===== config.mk =====
export PLATFORM = sky130hd
export DESIGN_NAME = flash_status_ctl
export DESIGN_NICKNAME = d
export VERILOG_FILES = /design/src/flash_bus_cycle.v /design/src/flash_status_ctl.v
export VERILOG_INCLUDE_DIRS = /design/src
export SDC_FILE = /design/constraint.sdc
export NUM_CORES = 1
export LEC_CHECK = 0
export ABC_AREA = 1
export BUFFER_PORTS_ARGS = -buffer_cell sky130_fd_sc_hd__buf_2
export CAP_MARGIN = 20
export CORE_MARGIN = 2
export CORE_UTILIZATION = 30
export CTS_BUF_LIST = sky130_fd_sc_hd__clkbuf_2
export DETAILED_ROUTE_END_ITERATION = 10
export HOLD_SLACK_MARGIN = 0.15
export SYNTH_ARGS = -nofsm -noshare
export SYNTH_HDL_FRONTEND = slang
export SYNTH_SLANG_ARGS = --single-unit

===== constraint.sdc =====
create_clock -name CLOCK_I -period 2.4 [get_ports CLOCK_I]
set_input_delay 0.24 -clock CLOCK_I [delete_from_list [all_inputs] [get_ports CLOCK_I]]
set_output_delay 0.24 -clock CLOCK_I [all_outputs]
set_load 0.03 [all_outputs]

===== src/flash_ctl_defines.vh =====
// constants shared by the flash status controller files
// Notes on behaviour
// - command cycles are writes; array reads and identification fourth cycle are reads.
// - controller issues reset command after timing-limit failure; software issues it after identification.
// - bypass entry precedes any two-cycle program; flash rejects it otherwise.
// - controller issues bypass exit command to leave bypass mode.
// - controller polls at program address or inside a selected erase sector.
// - after polled bit shows true data, valid byte comes from next read.
`ifndef FLASH_CTL_DEFINES_VH
`define FLASH_CTL_DEFINES_VH
// ==========================================
// controller register offsets
`define REG_CMD 4'h0
`define REG_ADDR 4'h1
`define REG_DATA 4'h2
`define REG_STATUS 4'h3
`define REG_RDATA 4'h4
// ==========================================
// operation codes written to the command register
`define OP_READ 4'h0
`define OP_PROGRAM 4'h1
`define OP_SECTOR_ERASE 4'h2
`define OP_CHIP_ERASE 4'h3
`define OP_RESET 4'h4
`define OP_SUSPEND 4'h5
`define OP_RESUME 4'h6
`define OP_AUTOSEL 4'h7
`define OP_BYPASS_ENTER 4'h8
`define OP_BYPASS_PROG 4'h9
`define OP_BYPASS_EXIT 4'ha
`define OP_RAW_WRITE 4'hb
// ==========================================
// flash command cycle values
`define UNLOCK_ADDR1 19'h00555
`define UNLOCK_ADDR2 19'h002aa
`define UNLOCK_DATA1 8'haa
`define UNLOCK_DATA2 8'h55
`define CMD_PROGRAM 8'ha0
`define CMD_ERASE_SETUP 8'h80
`define CMD_CHIP_ERASE 8'h10
`define CMD_SECTOR_ERASE 8'h30
`define CMD_RESET 8'hf0
`define CMD_SUSPEND 8'hb0
`define CMD_RESUME 8'h30
`define CMD_AUTOSEL 8'h90
`define CMD_BYPASS 8'h20
`define CMD_BYPASS_EXIT1 8'h90
`define CMD_BYPASS_EXIT2 8'h00
// ==========================================
// status bit positions on the data bus
`define BIT_POLL 7
`define BIT_TOGGLE1 6
`define BIT_LIMIT 5
`define BIT_ETIMER 3
`define BIT_TOGGLE2 2
// ==========================================
// bus cycle timing
`define T_STROBE_NS 50
`define T_ACCESS_NS 100
`define CLK_PERIOD_NS 25
`endif


===== src/flash_bus_cycle.v =====
// one bus cycle engine for the parallel flash pins
`timescale 1ns/100ps
`include "flash_ctl_defines.vh"
module flash_bus_cycle #(
    parameter STROBE_CYC = (`T_STROBE_NS + `CLK_PERIOD_NS - 1) / `CLK_PERIOD_NS,
    parameter ACCESS_CYC = (`T_ACCESS_NS + `CLK_PERIOD_NS - 1) / `CLK_PERIOD_NS
) (
    // clock and reset
    input wire clk_i,
    input wire rst_n_i,
    // request side
    input wire start_i,
    input wire write_i,
    input wire [18:0] addr_i,
    input wire [7:0] wdata_i,
    output wire busy_o,
    output reg done_o,
    output reg [7:0] rdata_o,
    // flash pins
    output reg [18:0] fl_addr_o,
    output reg fl_ce_n_o,
    output reg fl_oe_n_o,
    output reg fl_we_n_o,
    output reg [7:0] fl_dq_o,
    output reg fl_dq_oe_o,
    input wire [7:0] fl_dq_i
);
    localparam S_IDLE = 2'd0;
    localparam S_SETUP = 2'd1;
    localparam S_PULSE = 2'd2;
    localparam S_HOLD = 2'd3;
    reg [1:0] state;
    reg [7:0] cnt;
    reg is_write;
    assign busy_o = (state != S_IDLE);
    // ==========================================
    // cycle sequencer: address set up a cycle before strobes so the flash
    // latches address on the strobe fall and data on its rise
    always @(posedge clk_i or negedge rst_n_i) begin
        if (!rst_n_i) begin
            state <= S_IDLE;
            cnt <= 8'h00;
            is_write <= 1'b0;
            done_o <= 1'b0;
            rdata_o <= 8'h00;
            fl_addr_o <= 19'h00000;
            fl_ce_n_o <= 1'b1;
            fl_oe_n_o <= 1'b1;
            fl_we_n_o <= 1'b1;
            fl_dq_o <= 8'h00;
            fl_dq_oe_o <= 1'b0;
        end else begin
            done_o <= 1'b0;
            case (state)
                S_IDLE: begin
                    if (start_i) begin
                        fl_addr_o <= addr_i;
                        fl_dq_o <= wdata_i;
                        fl_dq_oe_o <= write_i;
                        is_write <= write_i;
                        fl_ce_n_o <= 1'b0;
                        state <= S_SETUP;
                    end
                end
                S_SETUP: begin
                    fl_we_n_o <= ~is_write;
                    fl_oe_n_o <= is_write;
                    cnt <= is_write ? STROBE_CYC[7:0] : ACCESS_CYC[7:0];
                    state <= S_PULSE;
                end
                S_PULSE: begin
                    if (cnt <= 8'h01) begin
                        // write strobe rises first, data held past it
                        fl_we_n_o <= 1'b1;
                        fl_oe_n_o <= 1'b1;
                        rdata_o <= fl_dq_i;
                        state <= S_HOLD;
                    end else begin
                        cnt <= cnt - 8'h01;
                    end
                end
                default: begin
                    fl_ce_n_o <= 1'b1;
                    fl_dq_oe_o <= 1'b0;
                    done_o <= 1'b1;
                    state <= S_IDLE;
                end
            endcase
        end
    end
endmodule // flash_bus_cycle


===== src/flash_status_ctl.v =====
// controller that sequences flash commands and polls write status
`timescale 1ns/100ps
`include "flash_ctl_defines.vh"
module flash_status_ctl #(
    parameter MAX_POLLS = 16'hffff
) (
    // clock and reset
    input wire CLOCK_I,
    input wire RST_N_I,
    // software port
    input wire [3:0] ADDR_I,
    input wire [31:0] WDATA_I,
    input wire WR_I,
    input wire RD_I,
    output reg [31:0] RDATA_O,
    // flash pins
    output wire [18:0] FL_ADDR_O,
    output wire FL_CE_N_O,
    output wire FL_OE_N_O,
    output wire FL_WE_N_O,
    output wire [7:0] FL_DQ_O,
    output wire FL_DQ_OE_O,
    input wire [7:0] FL_DQ_I,
    input wire FL_READY_BUSY_N_I
);
    localparam S_IDLE = 3'd0;
    localparam S_SEQ = 3'd1;
    localparam S_POLL = 3'd2;
    localparam S_CONFIRM = 3'd3;
    localparam S_FINAL = 3'd4;
    localparam S_WAITRB = 3'd5;
    // ==========================================
    // software registers
    reg [3:0] op;
    reg [18:0] op_addr;
    reg [7:0] op_data;
    reg [7:0] result;
    reg busy;
    reg fail;
    reg bypass;
    reg suspended;
    reg [2:0] state;
    reg [2:0] step;
    reg [15:0] polls;
    reg [7:0] prev;
    // ready/busy pin synchroniser, three stages
    reg rb_s1, rb_s2, rb_s3, rb_level;
    always @(posedge CLOCK_I or negedge RST_N_I) begin
        if (!RST_N_I) begin
            rb_s1 <= 1'b1;
            rb_s2 <= 1'b1;
            rb_s3 <= 1'b1;
            rb_level <= 1'b1;
        end else begin
            rb_s1 <= FL_READY_BUSY_N_I;
            rb_s2 <= rb_s1;
            rb_s3 <= rb_s2;
            if (rb_s2 == rb_s3)
                rb_level <= rb_s3;
        end
    end
    // ==========================================
    // bus cycle engine
    reg cyc_start, cyc_write;
    reg [18:0] cyc_addr;
    reg [7:0] cyc_wdata;
    wire cyc_busy, cyc_done;
    wire [7:0] cyc_rdata;
    flash_bus_cycle u_cycle (
        .clk_i(CLOCK_I),
        .rst_n_i(RST_N_I),
        .start_i(cyc_start),
        .write_i(cyc_write),
        .addr_i(cyc_addr),
        .wdata_i(cyc_wdata),
        .busy_o(cyc_busy),
        .done_o(cyc_done),
        .rdata_o(cyc_rdata),
        .fl_addr_o(FL_ADDR_O),
        .fl_ce_n_o(FL_CE_N_O),
        .fl_oe_n_o(FL_OE_N_O),
        .fl_we_n_o(FL_WE_N_O),
        .fl_dq_o(FL_DQ_O),
        .fl_dq_oe_o(FL_DQ_OE_O),
        .fl_dq_i(FL_DQ_I)
    );
    // ==========================================
    // command cycle table: returns {last, write, addr, data} for each step
    reg [28:0] seq;
    wire is_erase = (op == `OP_SECTOR_ERASE) || (op == `OP_CHIP_ERASE);
    wire [18:0] sector_addr = {op_addr[18:13], 13'h0000};
    always @* begin
        seq = {1'b1, 1'b0, op_addr, 8'h00};
        case (op)
            `OP_PROGRAM, `OP_SECTOR_ERASE, `OP_CHIP_ERASE, `OP_AUTOSEL, `OP_BYPASS_ENTER: begin
                // unlock cycles use only the low address bits
                // second unlock pair only for erase, else program data lands as a cmd
                if (step == 3'd0 || (step == 3'd3 && is_erase))
                    seq = {1'b0, 1'b1, `UNLOCK_ADDR1, `UNLOCK_DATA1};
                else if (step == 3'd1 || (step == 3'd4 && is_erase))
                    seq = {1'b0, 1'b1, `UNLOCK_ADDR2, `UNLOCK_DATA2};
                else if (step == 3'd2 && op == `OP_PROGRAM)
                    seq = {1'b0, 1'b1, `UNLOCK_ADDR1, `CMD_PROGRAM};
                else if (step == 3'd2 && op == `OP_AUTOSEL)
                    seq = {1'b0, 1'b1, `UNLOCK_ADDR1, `CMD_AUTOSEL};
                else if (step == 3'd2 && op == `OP_BYPASS_ENTER)
                    seq = {1'b1, 1'b1, `UNLOCK_ADDR1, `CMD_BYPASS};
                else if (step == 3'd2)
                    seq = {1'b0, 1'b1, `UNLOCK_ADDR1, `CMD_ERASE_SETUP};
                else if (op == `OP_PROGRAM)
                    seq = {1'b1, 1'b1, op_addr, op_data};
                else if (op == `OP_AUTOSEL)
                    seq = {1'b1, 1'b0, op_addr, 8'h00};
                else if (op == `OP_CHIP_ERASE)
                    seq = {1'b1, 1'b1, `UNLOCK_ADDR1, `CMD_CHIP_ERASE};
                else
                    seq = {1'b1, 1'b1, sector_addr, `CMD_SECTOR_ERASE};
            end
            `OP_BYPASS_PROG: begin
                if (step == 3'd0)
                    seq = {1'b0, 1'b1, 19'h00000, `CMD_PROGRAM};
                else
                    seq = {1'b1, 1'b1, op_addr, op_data};
            end
            `OP_BYPASS_EXIT: begin
                if (step == 3'd0)
                    seq = {1'b0, 1'b1, 19'h00000, `CMD_BYPASS_EXIT1};
                else
                    seq = {1'b1, 1'b1, 19'h00000, `CMD_BYPASS_EXIT2};
            end
            `OP_RESET: seq = {1'b1, 1'b1, 19'h00000, `CMD_RESET};
            `OP_SUSPEND: seq = {1'b1, 1'b1, 19'h00000, `CMD_SUSPEND};
            `OP_RESUME: seq = {1'b1, 1'b1, 19'h00000, `CMD_RESUME};
            `OP_RAW_WRITE: seq = {1'b1, 1'b1, op_addr, op_data};
            default: seq = {1'b1, 1'b0, op_addr, 8'h00};
        endcase
    end
    wire polls_op = (op == `OP_PROGRAM) || (op == `OP_BYPASS_PROG) ||
        (op == `OP_SECTOR_ERASE) || (op == `OP_CHIP_ERASE);
    // polls read at program address or inside erase sector
    wire [18:0] poll_addr = is_erase ? sector_addr : op_addr;
    // bypass program refused unless bypass was entered
    wire op_ok = (op != `OP_BYPASS_PROG || bypass) && (op != `OP_RESUME || suspended);
    // ==========================================
    // operation sequencer
    always @(posedge CLOCK_I or negedge RST_N_I) begin
        if (!RST_N_I) begin
            op <= `OP_READ;
            op_addr <= 19'h00000;
            op_data <= 8'h00;
            result <= 8'h00;
            busy <= 1'b0;
            fail <= 1'b0;
            bypass <= 1'b0;
            suspended <= 1'b0;
            state <= S_IDLE;
            step <= 3'd0;
            polls <= 16'h0000;
            prev <= 8'h00;
            cyc_start <= 1'b0;
            cyc_write <= 1'b0;
            cyc_addr <= 19'h00000;
            cyc_wdata <= 8'h00;
        end else begin
            cyc_start <= 1'b0;
            if (WR_I && ADDR_I == `REG_ADDR && !busy)
                op_addr <= WDATA_I[18:0];
            else if (WR_I && ADDR_I == `REG_DATA && !busy)
                op_data <= WDATA_I[7:0];
            else if (WR_I && ADDR_I == `REG_CMD && !busy) begin
                op <= WDATA_I[3:0];
                busy <= 1'b1;
                fail <= 1'b0;
                step <= 3'd0;
                state <= S_SEQ;
            end
            case (state)
                S_SEQ: begin
                    if (!op_ok) begin
                        fail <= 1'b1;
                        busy <= 1'b0;
                        state <= S_IDLE;
                    end else if (!cyc_busy && !cyc_start) begin
                        cyc_start <= 1'b1;
                        cyc_write <= seq[27];
                        cyc_addr <= seq[26:8];
                        cyc_wdata <= seq[7:0];
                        state <= S_FINAL;
                    end
                end
                S_FINAL: begin
                    if (cyc_done) begin
                        if (!seq[28]) begin
                            step <= step + 3'd1;
                            state <= S_SEQ;
                        end else begin
                            result <= cyc_rdata;
                            if (op == `OP_BYPASS_ENTER)
                                bypass <= 1'b1;
                            if (op == `OP_BYPASS_EXIT || op == `OP_RESET)
                                bypass <= 1'b0;
                            if (op == `OP_SUSPEND)
                                suspended <= 1'b1;
                            if (op == `OP_RESUME || op == `OP_RESET)
                                suspended <= 1'b0;
                            polls <= 16'h0000;
                            // status valid from the last strobe rise on
                            state <= polls_op ? S_POLL : S_IDLE;
                            busy <= polls_op;
                        end
                    end
                end
                S_POLL: begin
                    if (!cyc_busy && !cyc_start) begin
                        cyc_start <= 1'b1;
                        cyc_write <= 1'b0;
                        cyc_addr <= poll_addr;
                        state <= S_CONFIRM;
                    end
                end
                S_CONFIRM: begin
                    if (cyc_done) begin
                        prev <= cyc_rdata;
                        polls <= polls + 16'h0001;
                        // erase done shows 1; program done shows true bit 7
                        if (cyc_rdata[`BIT_POLL] == (is_erase | op_data[`BIT_POLL])) begin
                            state <= S_WAITRB;
                        end else if (polls != 16'h0000 && cyc_rdata[`BIT_LIMIT] &&
                            (cyc_rdata[`BIT_TOGGLE1] != prev[`BIT_TOGGLE1])) begin
                            fail <= 1'b1;
                            op <= `OP_RESET;
                            step <= 3'd0;
                            state <= S_SEQ;
                        end else if (polls == MAX_POLLS) begin
                            fail <= 1'b1;
                            busy <= 1'b0;
                            state <= S_IDLE;
                        end else begin
                            state <= S_POLL;
                        end
                    end
                end
                S_WAITRB: begin
                    // extra read after bit 7 settles, since other bits lag
                    if (!cyc_busy && !cyc_start && rb_level) begin
                        cyc_start <= 1'b1;
                        cyc_write <= 1'b0;
                        cyc_addr <= poll_addr;
                        op <= `OP_READ;
                        step <= 3'd0;
                        state <= S_FINAL;
                    end
                end
                default: ;
            endcase
        end
    end
    // ==========================================
    // read port, data one cycle after strobe
    always @(posedge CLOCK_I or negedge RST_N_I) begin
        if (!RST_N_I)
            RDATA_O <= 32'h00000000;
        else if (RD_I && ADDR_I == `REG_CMD)
            RDATA_O <= {28'h0000000, op};
        else if (RD_I && ADDR_I == `REG_ADDR)
            RDATA_O <= {13'h0000, op_addr};
        else if (RD_I && ADDR_I == `REG_DATA)
            RDATA_O <= {24'h000000, op_data};
        else if (RD_I && ADDR_I == `REG_STATUS)
            RDATA_O <= {26'h0000000, ~rb_level, suspended, bypass, fail, 1'b0, busy};
        else if (RD_I && ADDR_I == `REG_RDATA)
            RDATA_O <= {16'h0000, prev, result};
        else
            RDATA_O <= 32'h00000000;
    end
endmodule // flash_status_ctl


==> PnR_summary.wiki, run 1 <==
{| class="wikitable"
! Metric !! Value
|-
| Endpoints failing setup || 0
|-
| Number of cells produced by synthesis || 1110
|-
| Largest stage delay on the critical path || 550 ps
|-
| Outcome || finished, final reports clean
|-
| Family of cells with the greatest summed delay on the critical path || buffers and inverters
|-
| Register area || 4410 um^2
|-
| Combined area of all synthesized cells || 9130 um^2
|-
| Min Clock Period, post-route || 2320 ps
|-
| Post-route core utilization || 36.0%
|-
| Slew @ Worst Pin || 500 ps
|-
| Start point of the critical path || ADDR_I[1]
|-
| Depth of the worst register-to-register path || 12
|-
| Endpoint kind of the worst setup timing path || flip-flop
|-
| Count of standard-cell rows || 63
|-
| Sinks on the clock net || 176
|-
| Clock slew seen by the registers of the worst setup and hold paths || 280 ps
|-
| Total of warnings raised by yosys || 0
|-
| Sort of element at the start of the critical path || primary input
|-
| Ordered list of cells on the worst path || dlygate4sd3_1, buf_2, inv_1, nand2_1, dlygate4sd3_1, nor2_1, dlygate4sd3_1, nand2_1, buf_6, clkinvlp_4, nand2_1, o2111ai_1
|-
| Clock power frac || 31.1%
|-
| Minimum setup slack among reg-to-reg paths || 190 ps
|-
| Data required time at the worst endpoint || 3030 ps
|-
| End of the worst register-to-register path || cyc_write$_DFFE_PN0P_
|-
| Max Root-Sink Buffers || 2
|-
| Crit Path Max Fanout || 25
|-
| Number of iterations in the first detailed-routing pass || 6
|-
| # port buffers || 85
|-
| Die Y || 178 um
|-
| Switching part of the total power || 26.7%
|-
| Global-route wire length before repair || 38900 um
|-
| Later-pin clock latency in the skew report || 740 ps
|-
| Floorplan die width || 178 um
|-
| Overflow left after global routing || 0
|-
| Maximum number of pins on one net before global-route repair || 73
|-
| Pwr Total || 4750 uW
|-
| Final RePlAce weighted congestion || 0.917
|-
| Area of the multi-input gates || 3990 um^2
|-
| Proportion of layout cells with a drive suffix above 1 || 18.8%
|-
| Upper clock frequency limit || 430 MHz
|-
| Final instance count without filler cells || 1654
|-
| Final cycle utilization of the critical path || 96.9%
|-
| I/O Pins || 112
|-
| Number of synthesized flops with an enable pin || 0
|-
| Sequential group share of total power || 63.4%
|-
| Share of synthesized area occupied by flip-flops and latches || 48.3%
|-
| Via count of the first global-routing pass || 7174
|-
| Internal power || 3480 uW
|-
| Combined global-route utilization of all metal layers || 15.6%
|-
| Clock buffer count from CTS || 17
|-
| Number of nets in the final layout || 1312
|-
| Max-capacitance violation count || 0
|-
| LEAKAGE || 0.00533 uW
|-
| Pwr/cell area || 443 nW/um^2
|-
| Hold Path End || u_cycle.rdata_o[0]$_DFFE_PN0P_
|-
| Effective utilization at floorplan || 30.6%
|-
| Most common cell after layout, fill and taps aside || sky130_fd_sc_hd__nand2_1
|-
| Iteration-0 DRC count of the detailed router || 478
|-
| Hold/Removal Path Class || in2reg
|-
| Largest voltage drop on the vdd net || 0.000258 V
|-
| Final number of hold-violating endpoints || 0
|-
| P&R area growth vs syn || 17.4%
|-
| Total die area || 31800 um^2
|-
| Crit path arrival time || 2950 ps
|-
| Number of register bits inferred by synthesis || 176
|-
| Final setup TNS || 0 ps
|-
| Power spent charging and discharging nets || 1270 uW
|-
| Share of power burned in combinational logic || 5.5%
|-
| Number of instances in the placed design || 1574
|-
| Crit Path Category || in2reg
|-
| Hold path cells || 4
|-
| Antenna viol nets, final || 0
|-
| Post-DP HPWL || 18100 um
|-
| Main synth FF type || sky130_fd_sc_hd__dfrtp_1
|-
| FILL cells || 3157
|-
| Root buffer selected by CTS || sky130_fd_sc_hd__clkbuf_2
|-
| Total via count after detailed routing || 7711
|-
| Initial antenna violation count || 1
|-
| Mean routed wirelength per cell || 14.6 um
|-
| Drt via density || 4.66
|-
| Final clock skew || 40.5 ps
|-
| Commonest non-fill, non-tap cells in the layout || 268 x sky130_fd_sc_hd__nand2_1, 169 x sky130_fd_sc_hd__dfrtp_1, 120 x sky130_fd_sc_hd__inv_1
|-
| Slew Limit Headroom || 66.4%
|-
| Core area || 29800 um^2
|-
| Aggregate routed wire length || 24100 um
|-
| Hold path startpoint || FL_DQ_I[0]
|-
| Final Max Slew Viols || 0
|-
| Count of unresolved DRC violations after routing || 0
|-
| Origin of the critical flop-to-flop path || u_cycle.state[0]$_DFFE_PN0P_
|-
| Slowest-stage cell, CP || sky130_fd_sc_hd__dlygate4sd3_1
|-
| CTS tree || done
|-
| Share of flip-flops with an asynchronous set or reset || 100%
|-
| Post-synthesis average cell area || 8.22 um^2
|-
| Bufs and invs on worst path || 7
|-
| Synth cell types || 56
|-
| H-tree depth || 4
|}
-- layout make-up --
type	count	area share (%)
diodes	1	0.0234
clock buffers	17	0.794
clock inverters	15	1.25
inverters	136	4.93
multi-input cells	768	37.2
flip-flops and latches	176	41.2
well taps	390	4.55
repair buffers	151	10.0
-- synthesized netlist by cell type, drive strengths merged, types with 2 or more instances --
library cell | n | share of area, %
a21oi | 51 | 2.8
a22oi | 2 | 0.16
a31oi | 2 | 0.14
buf | 26 | 2.4
clkbuf | 16 | 0.67
clkinv | 2 | 0.082
dfrtp | 169 | 46
dfstp | 7 | 2.0
ha | 13 | 1.8
inv | 134 | 5.6
mux2 | 6 | 0.74
nand2 | 291 | 13
nand3 | 57 | 3.5
nand4 | 9 | 0.78
nor2 | 117 | 5.7
nor3 | 17 | 1.2
nor4 | 2 | 0.21
o2111ai | 2 | 0.19
o211ai | 14 | 1.2
o21ai | 131 | 8.1
o22ai | 6 | 0.41
o31ai | 8 | 0.66
xnor2 | 3 | 0.29
xor2 | 15 | 1.4
-- tightest hold or removal path, delay by kind of cell --
family / cells / cell delay, ps
buffers and inverters: 2 / 600
AOI/OAI and AO/OA: 1 / 90
and+or+nand+nor: 1 / 40
-- flip-flops by register name, indices dropped and copies added (netlist names), 2 cells and up --
register / flops
RDATA_O: 19
cyc_addr: 19
op_addr: 19
u_cycle.fl_addr_o: 19
polls: 16
cyc_wdata: 8
op_data: 8
prev: 8
result: 8
u_cycle.cnt: 8
u_cycle.fl_dq_o: 8
u_cycle.rdata_o: 8
op: 4
state: 3
step: 3
u_cycle.state: 2
-- worst max-delay path by stage --
| stage | depth (start not counted) | end | slack (ps) |
|---|---|---|---|
| 2_1_floorplan | 12 | cyc_addr[3]$_DFFE_PN0P_ | 550 |
| 3_3_place_gp | 12 | cyc_addr[7]$_DFFE_PN0P_ | 260 |
| 3_5_place_dp | 12 | cyc_addr[11]$_DFFE_PN0P_ | 190 |
| 4_1_cts | 10 | op[2]$_DFF_PN0_ | 110 |
| 5_1_grt | 12 | cyc_write$_DFFE_PN0P_ | -5 |
| 6_report | 12 | RDATA_O[1]$_DFF_PN0_ | 80 |
-- repair_timing --
action                                  4_1_cts  5_1_grt
endpoints found under the setup margin        0       16
setup buffers                                 0        4
hold endpoints to repair                    243        0
gates resized for setup                       0        9
hold buffers                                 43        0
-- metal layers --
layer  GRT usage, %  vias up  wire, um
li1               -     3850         -
met1           23.3     3682     12200
met2           23.1      163     10600
met3           3.13       16      1010
met4           3.22        0       230
met5              0        -         0
-- kinds of logic (layout without fill, tap and decap cells) --
kind of cell | count (synthesis) | count (layout) | synth area share, %
XOR/XNOR | 18 | 18 | 1.73
multiplexers | 6 | 6 | 0.740
buffers and inverters | 178 | 319 | 8.77
AO/OA/AOI/OAI | 222 | 222 | 14.2
AND/OR/NAND/NOR | 495 | 495 | 24.3
flip-flops | 176 | 176 | 48.3
adder cells (fa/ha/maj) | 14 | 14 | 1.89
other | 1 | 14 | 0.0411
-- metrics by stage --
stage	hold slack, ps	setup WS, ps	area (um^2)
4_1_cts	175	110	10600
6_report	242	75.3	10700
2_1_floorplan	-55.6	554	9170
3_3_place_gp	203	263	9980
5_1_grt	161	-5.09	10700
3_5_place_dp	195	190	9980
-- power by group through the flow --
| stage | registers, uW | clock network, uW | logic (uW) |
|---|---|---|---|
| finish | 3010 | 1480 | 261 |
| global route | 3010 | 1670 | 291 |
| CTS | 3010 | 1540 | 265 |
| detailed placement | 3060 | 0 | 208 |
| global placement | 3060 | 0 | 207 |
| floorplan | 3060 | 0 | 82.1 |
Note: power is estimated with default switching activity, not from simulation.
==> run 2: changes to the inputs <==
Settings changed: CTS_BUF_LIST sky130_fd_sc_hd__clkbuf_2 to not set, REMOVE_ABC_BUFFERS set to 1, TNS_END_PERCENT set to 100.
==> run 2 against run 1 <==
First-iteration DRC count is 10% higher. Via count is 1.4% lower. Register-to-register slack better by 20 ps. Critical path type is now reg2reg. Largest power group unchanged. Highest routed layer unchanged.
==> PnR_summary.wiki, run 2 (synthesized netlist as in run 1, its figures left out) <==
{| class="wikitable"
! Metric !! Value
|-
| Combined global-route utilization of all metal layers || 15.2%
|-
| Largest voltage drop on the vdd net || 0.000416 V
|-
| Area of the multi-input gates || 3960 um^2
|-
| Most frequent cell on the critical path || sky130_fd_sc_hd__nand2_1
|-
| Total die area || 31800 um^2
|-
| Outcome || finished, final reports clean
|-
| Unrepaired setup endpoints after global routing || false
|-
| Crit path arrival time || 2520 ps
|-
| Crit Path Category || reg2reg
|-
| Antenna viol nets, final || 0
|-
| Slew Limit Headroom || 59.8%
|-
| Largest stage delay on the critical path || 490 ps
|-
| Final clock skew || 11.1 ps
|-
| Drt via density || 4.65
|-
| Final number of hold-violating endpoints || 0
|-
| Die Y || 178 um
|-
| Number of buffers inserted for hold repair after clock tree synthesis || 28
|-
| Post-DP HPWL || 17700 um
|-
| Effective utilization at floorplan || 30.6%
|-
| Initial antenna violation count || 0
|-
| Core area || 29800 um^2
|-
| Proportion of layout cells with a drive suffix above 1 || 18.5%
|-
| Sort of element at the start of the critical path || flip-flop
|-
| LEAKAGE || 0.00537 uW
|-
| P&R area growth vs syn || 18.8%
|-
| # port buffers || 85
|-
| Aggregate routed wire length || 23400 um
|-
| Max-capacitance violation count || 0
|-
| Max Root-Sink Buffers || 2
|-
| Crit Path Max Fanout || 13
|-
| Iteration-0 DRC count of the detailed router || 528
|-
| Endpoint kind of the worst setup timing path || flip-flop
|-
| Most common cell after layout, fill and taps aside || sky130_fd_sc_hd__nand2_1
|-
| Total via count after detailed routing || 7603
|-
| Hold/Removal Path Class || in2reg
|-
| Later-pin clock latency in the skew report || 420 ps
|-
| Commonest non-fill, non-tap cells in the layout || 269 x sky130_fd_sc_hd__nand2_1, 169 x sky130_fd_sc_hd__dfrtp_1, 122 x sky130_fd_sc_hd__inv_1
|-
| Hold_ws || 173 ps
|-
| I/O Pins || 112
|-
| Slowest-stage cell, CP || sky130_fd_sc_hd__dfrtp_1
|-
| Origin of the critical flop-to-flop path || op[2]$_DFF_PN0_
|-
| Pwr/cell area || 549 nW/um^2
|-
| Data required time at the worst endpoint || 2740 ps
|-
| Post-route core utilization || 36.4%
|-
| Floorplan die width || 178 um
|-
| Upper clock frequency limit || 457 MHz
|-
| Start point of the critical path || op[2]$_DFF_PN0_
|-
| Count of unresolved DRC violations after routing || 0
|-
| Final instance count without filler cells || 1635
|-
| Global-route wire length before repair || 38300 um
|-
| Number of iterations in the first detailed-routing pass || 5
|-
| Clock buffer count from CTS || 17
|-
| Slew @ Worst Pin || 600 ps
|-
| Final RePlAce weighted congestion || 0.895
|-
| Ordered list of cells on the worst path || nor2_2, nand2_4, inv_4, nor2_8, nand2_4, nand3_1, nand2_1, o21ai_0, nand2_1, nand2_1, o21ai_0
|-
| Post-CTS Resized || 0
|-
| Number of setup buffers added after CTS || 0
|-
| Overflow left after global routing || 0
|-
| Final setup TNS || 0 ps
|-
| Mean routed wirelength per cell || 14.3 um
|-
| Number of instances in the placed design || 1575
|-
| Register area || 4410 um^2
|-
| Sinks on the clock net || 176
|-
| Min Clock Period, post-route || 2190 ps
|-
| Number of nets in the final layout || 1294
|-
| Clock slew seen by the registers of the worst setup and hold paths || 70 ps
|-
| CTS tree || done
|-
| Final cycle utilization of the critical path || 91.1%
|-
| Count of inserted antenna diode cells || 0
|-
| Endpoints failing setup || 0
|-
| Hold path startpoint || WDATA_I[3]
|-
| H-tree depth || 4
|-
| Maximum number of pins on one net before global-route repair || 56
|-
| Root buffer selected by CTS || sky130_fd_sc_hd__clkbuf_16
|-
| FILL cells || 3091
|-
| Via count of the first global-routing pass || 7236
|-
| Count of standard-cell rows || 63
|-
| Final Max Slew Viols || 0
|}
[run 2: changes by cell type in the layout (fill, tap and decap cells not counted), sizes merged]
cell         previous run  this run
dlygate4sd3            42        28
clkinv                  8         6
bufinv                  1         2
diode                   1         0
buf                   109       105
clkbuf                 17        19
inv                   137       136
[run 2: critical path: cells and delay by family (launching register included)]
kind	cells	cell delay, ps
AND/OR/NAND/NOR	8	1270
flip-flops	1	490
buffers and inverters	1	160
AO/OA/AOI/OAI	2	160
[run 2: area by class of cell]
class,count,area share (%)
multi-input combinational,768,36.5
sequential,176,40.7
tap,390,4.50
timing repair buffer,133,8.18
inverter,136,4.80
clock inverter,13,1.28
clock buffer,19,3.99
[run 2: power by group]
group	internal, uW	switching [uW]
Combinational	80.4	161
Clock	1540	1170
Sequential	2990	12.9
Total	4610	1350
[run 2: worst paths after layout]
check / depth (start not counted) / end / slack (ps)
setup / recovery: 11 / cyc_wdata[6]$_DFFE_PN0P_ / 210
hold / removal: 3 / op_addr[3]$_DFFE_PN0P_ / 170
setup reg to reg: 11 / cyc_wdata[6]$_DFFE_PN0P_ / 210
hold reg to reg: 0 / rb_s2$_DFF_PN1_ / 360
max in group asynchronous: 3 / u_cycle.fl_oe_n_o$_DFFE_PN1P_ / 1350
min in group asynchronous: 2 / cyc_addr[16]$_DFFE_PN0P_ / 340
[run 2: stage by stage]
step | power, uW | cell area [um^2] | worst slack (ps)
floorplan | 3130 | 8890 | 127
global placement | 3270 | 9990 | 271
detailed placement | 3270 | 9990 | 247
CTS | 6030 | 10800 | 222
global route | 6190 | 10800 | 14.4
finish | 5950 | 10800 | 213
[run 2: per-layer routing]
layer	track usage [%]	share of wire, %
met5	0	0
met4	4.40	2.0
met3	2.56	4.1
met2	23.4	45
met1	22.0	49
==> run 3: changes to the inputs <==
Settings changed: SYNTH_HIERARCHICAL set to 1.
Clock period 2.4 ns to 2.25 ns, I/O delays scaled along.
==> run 3 against run 2 <==
Area after synthesis is 0.34% lower. Cell area is 2.3% higher. Largest power group is now combinational logic. Fmax is 7.3% higher. Via count is 2.6% higher. Global-route usage is 0.51 points higher. Routed wire length is 3.4% higher. Clock power is 16% higher. Synthesized cell count is 4.5% higher. Flip-flop and latch count stayed put. Clock skew hardly changed.
==> PnR_summary.wiki, run 3 <==
{| class="wikitable"
! Metric !! Value
|-
| Outcome || finished, final reports clean
|-
| Overflow left after global routing || 0
|-
| Drt via density || 4.59
|-
| Floorplan die width || 178 um
|-
| Final RePlAce weighted congestion || 0.873
|-
| Data required time at the worst endpoint || 2600 ps
|-
| Via count of the first global-routing pass || 7375
|-
| Hold path startpoint || WDATA_I[1]
|-
| Final instance count without filler cells || 1698
|-
| End of the worst register-to-register path || cyc_addr[12]$_DFFE_PN0P_
|-
| Hold Path End || op_data[1]$_DFFE_PN0P_
|-
| Initial antenna violation count || 0
|-
| Sinks on the clock net || 176
|-
| Sort of element at the start of the critical path || flip-flop
|-
| Total via count after detailed routing || 7800
|-
| Root buffer selected by CTS || sky130_fd_sc_hd__clkbuf_16
|-
| Clock slew seen by the registers of the worst setup and hold paths || 70 ps
|-
| Synth area leader || sky130_fd_sc_hd__dfrtp_1
|-
| Max Root-Sink Buffers || 2
|-
| Global-route wire length before repair || 39100 um
|-
| Final number of hold-violating endpoints || 0
|-
| H-tree depth || 4
|-
| Die Y || 178 um
|-
| Max-capacitance violation count || 0
|-
| Crit Path Max Fanout || 8
|-
| Family of cells with the greatest summed delay on the critical path || simple AND/OR/NAND/NOR gates
|-
| CTS tree || done
|-
| Effective utilization at floorplan || 30.6%
|-
| Largest stage delay on the critical path || 510 ps
|-
| Leading cell types by total area after synthesis || sky130_fd_sc_hd__dfrtp_1 46%, sky130_fd_sc_hd__nand2_1 14%, sky130_fd_sc_hd__inv_1 5.5%
|-
| Minimum setup slack among reg-to-reg paths || 210 ps
|-
| Post-DP HPWL || 18100 um
|-
| Maximum number of pins on one net before global-route repair || 56
|-
| Most common cell after layout, fill and taps aside || sky130_fd_sc_hd__nand2_1
|-
| Number of cells produced by synthesis || 1160
|-
| Post-synthesis average cell area || 7.84 um^2
|-
| I/O Pins || 112
|-
| FILL cells || 3057
|-
| Upper clock frequency limit || 491 MHz
|-
| Synth cell types || 47
|-
| P&R area growth vs syn || 21.8%
|-
| Final cycle utilization of the critical path || 90.6%
|-
| Count of inserted antenna diode cells || 0
|-
| Clock buffer count from CTS || 17
|-
| Area of the multi-input gates || 3960 um^2
|-
| Pwr Total || 13800 uW
|-
| Number of nets in the final layout || 1357
|-
| Ordered list of cells on the worst path || inv_1, nor2_1, nand2_2, nand2_4, nor2_8, nor2_4, buf_4, nand2_1, o21ai_1, nand3_1, o21ai_0
|-
| # port buffers || 85
|-
| Final Max Slew Viols || 0
|-
| Hold/Removal Path Class || in2reg
|-
| Crit Path Category || reg2reg
|-
| Slew @ Worst Pin || 570 ps
|-
| Number of iterations in the first detailed-routing pass || 5
|-
| Most common cell in the synthesized netlist || sky130_fd_sc_hd__nand2_1
|-
| Hold path cells || 3
|-
| Share of flip-flops with an asynchronous set or reset || 100%
|-
| Slowest-stage cell, CP || sky130_fd_sc_hd__dfrtp_1
|-
| Pwr/cell area || 1240 nW/um^2
|-
| Proportion of layout cells with a drive suffix above 1 || 16.0%
|-
| Later-pin clock latency in the skew report || 430 ps
|-
| Antenna viol nets, final || 0
|-
| Register area || 4420 um^2
|-
| Origin of the critical flop-to-flop path || op[0]$_DFF_PN0_
|-
| Leading post-synthesis cells by instance count || 344 x sky130_fd_sc_hd__nand2_1, 169 x sky130_fd_sc_hd__dfrtp_1, 134 x sky130_fd_sc_hd__inv_1
|-
| Depth of the worst register-to-register path || 11
|-
| Core area || 29700 um^2
|-
| Count of standard-cell rows || 63
|-
| Total of warnings raised by yosys || 6
|-
| LEAKAGE || 0.00567 uW
|-
| Total die area || 31700 um^2
|-
| Iteration-0 DRC count of the detailed router || 646
|-
| Endpoints failing setup || 0
|-
| Endpoint kind of the worst setup timing path || flip-flop
|-
| Commonest non-fill, non-tap cells in the layout || 344 x sky130_fd_sc_hd__nand2_1, 167 x sky130_fd_sc_hd__dfrtp_1, 134 x sky130_fd_sc_hd__inv_1
|-
| Count of unresolved DRC violations after routing || 0
|-
| Unrepaired setup endpoints after global routing || false
|-
| Top-area cell type share of the netlist area || 46.5%
|-
| Largest voltage drop on the vdd net || 0.000525 V
|-
| Share of synthesized area occupied by flip-flops and latches || 48.5%
|-
| Final setup TNS || 0 ps
|-
| Min Clock Period, post-route || 2040 ps
|-
| Main synth FF type || sky130_fd_sc_hd__dfrtp_1
|-
| Aggregate routed wire length || 24200 um
|-
| Number of register bits inferred by synthesis || 176
|-
| Combined area of all synthesized cells || 9100 um^2
|-
| Crit path arrival time || 2380 ps
|-
| Slew Limit Headroom || 61.9%
|-
| Combined global-route utilization of all metal layers || 15.7%
|-
| Final clock skew || 11.5 ps
|-
| Bufs and invs on worst path || 2
|-
| Number of synthesized flops with an enable pin || 0
|-
| Start point of the critical path || op[0]$_DFF_PN0_
|-
| Number of instances in the placed design || 1638
|-
| Mean routed wirelength per cell || 14.2 um
|}
run 3: cell types whose count changed after synthesis, sizes merged, moves of 9 or more:
cell,change
nor2,-16
nand2,+68
o211ai,-9
nand4,+11
nand3,+15
o21ai,-10
run 3: timing repair:
item,CTS,global route
gates resized for setup,0,6
setup buffers,0,0
hold buffers,28,0
endpoints found under the setup margin,0,35
hold endpoints to repair,85,0
run 3: logic make-up after synthesis:
family | synth area share, %
compound gates | 12.2
xor+xnor | 1.35
fa+ha+maj | 1.90
buf+inv | 8.68
flops | 48.5
mux | 0.371
other cells | 0.0412
simple gates | 27.0
run 3: routing by layer:
metal	vias up	track usage, %	share of wire (%)
li1	3972	-	-
met1	3657	23.2	50
met2	153	23.8	44
met3	18	2.92	4.4
met4	0	3.69	0.95
met5	-	0	0
run 3: how the worst max path moves through the flow:
stage                     cells past startpoint                        to  slack [ps]
after floorplan                              11     polls[13]$_DFFE_PN0P_         150
after global placement                       12     polls[13]$_DFFE_PN0P_         110
after detailed placement                     12     polls[13]$_DFFE_PN0P_          80
after CTS                                    12      polls[6]$_DFFE_PN0P_          80
after global routing                         15   cyc_addr[5]$_DFFE_PN0P_         0.4
final                                        11  cyc_addr[12]$_DFFE_PN0P_         210
run 3: per-stage QoR:
step | worst slack (ps) | hold WS (ps) | utilization, % | area [um^2]
6_report | 211 | 164 | 37.3 | 11100
4_1_cts | 79.6 | 171 | 37.2 | 11100
3_5_place_dp | 82.1 | 248 | 34.1 | 10100
2_1_floorplan | 147 | -70.6 | - | 8870
5_1_grt | 0.361 | 191 | 37.3 | 11100
3_3_place_gp | 114 | 245 | 34.1 | 10100
run 3: final cells by class:
cell class                 instances  share of cell area, %
inverter                         139                   4.72
clock inverter                    15                   1.92
timing repair buffer             149                   9.54
tap                              390                   4.40
multi-input combinational        812                   35.7
clock buffer                      17                   3.84
sequential                       176                   39.8
run 3: power breakdown:
| part | internal (uW) | leakage [uW] | total [uW] | switching, uW |
|---|---|---|---|---|
| Clock | 1720 | 0.000307 | 3150 | 1440 |
| Combinational | 1910 | 0.00308 | 5670 | 3760 |
| Sequential | 4180 | 0.00228 | 4960 | 779 |
run 3: worst register-to-register path, delay by kind of cell, from the launching register on:
family,cells,cell delay (ps)
AND/OR/NAND/NOR,7,810
flip-flops,1,510
buffers and inverters,2,230
AO/OA/AOI/OAI,2,410
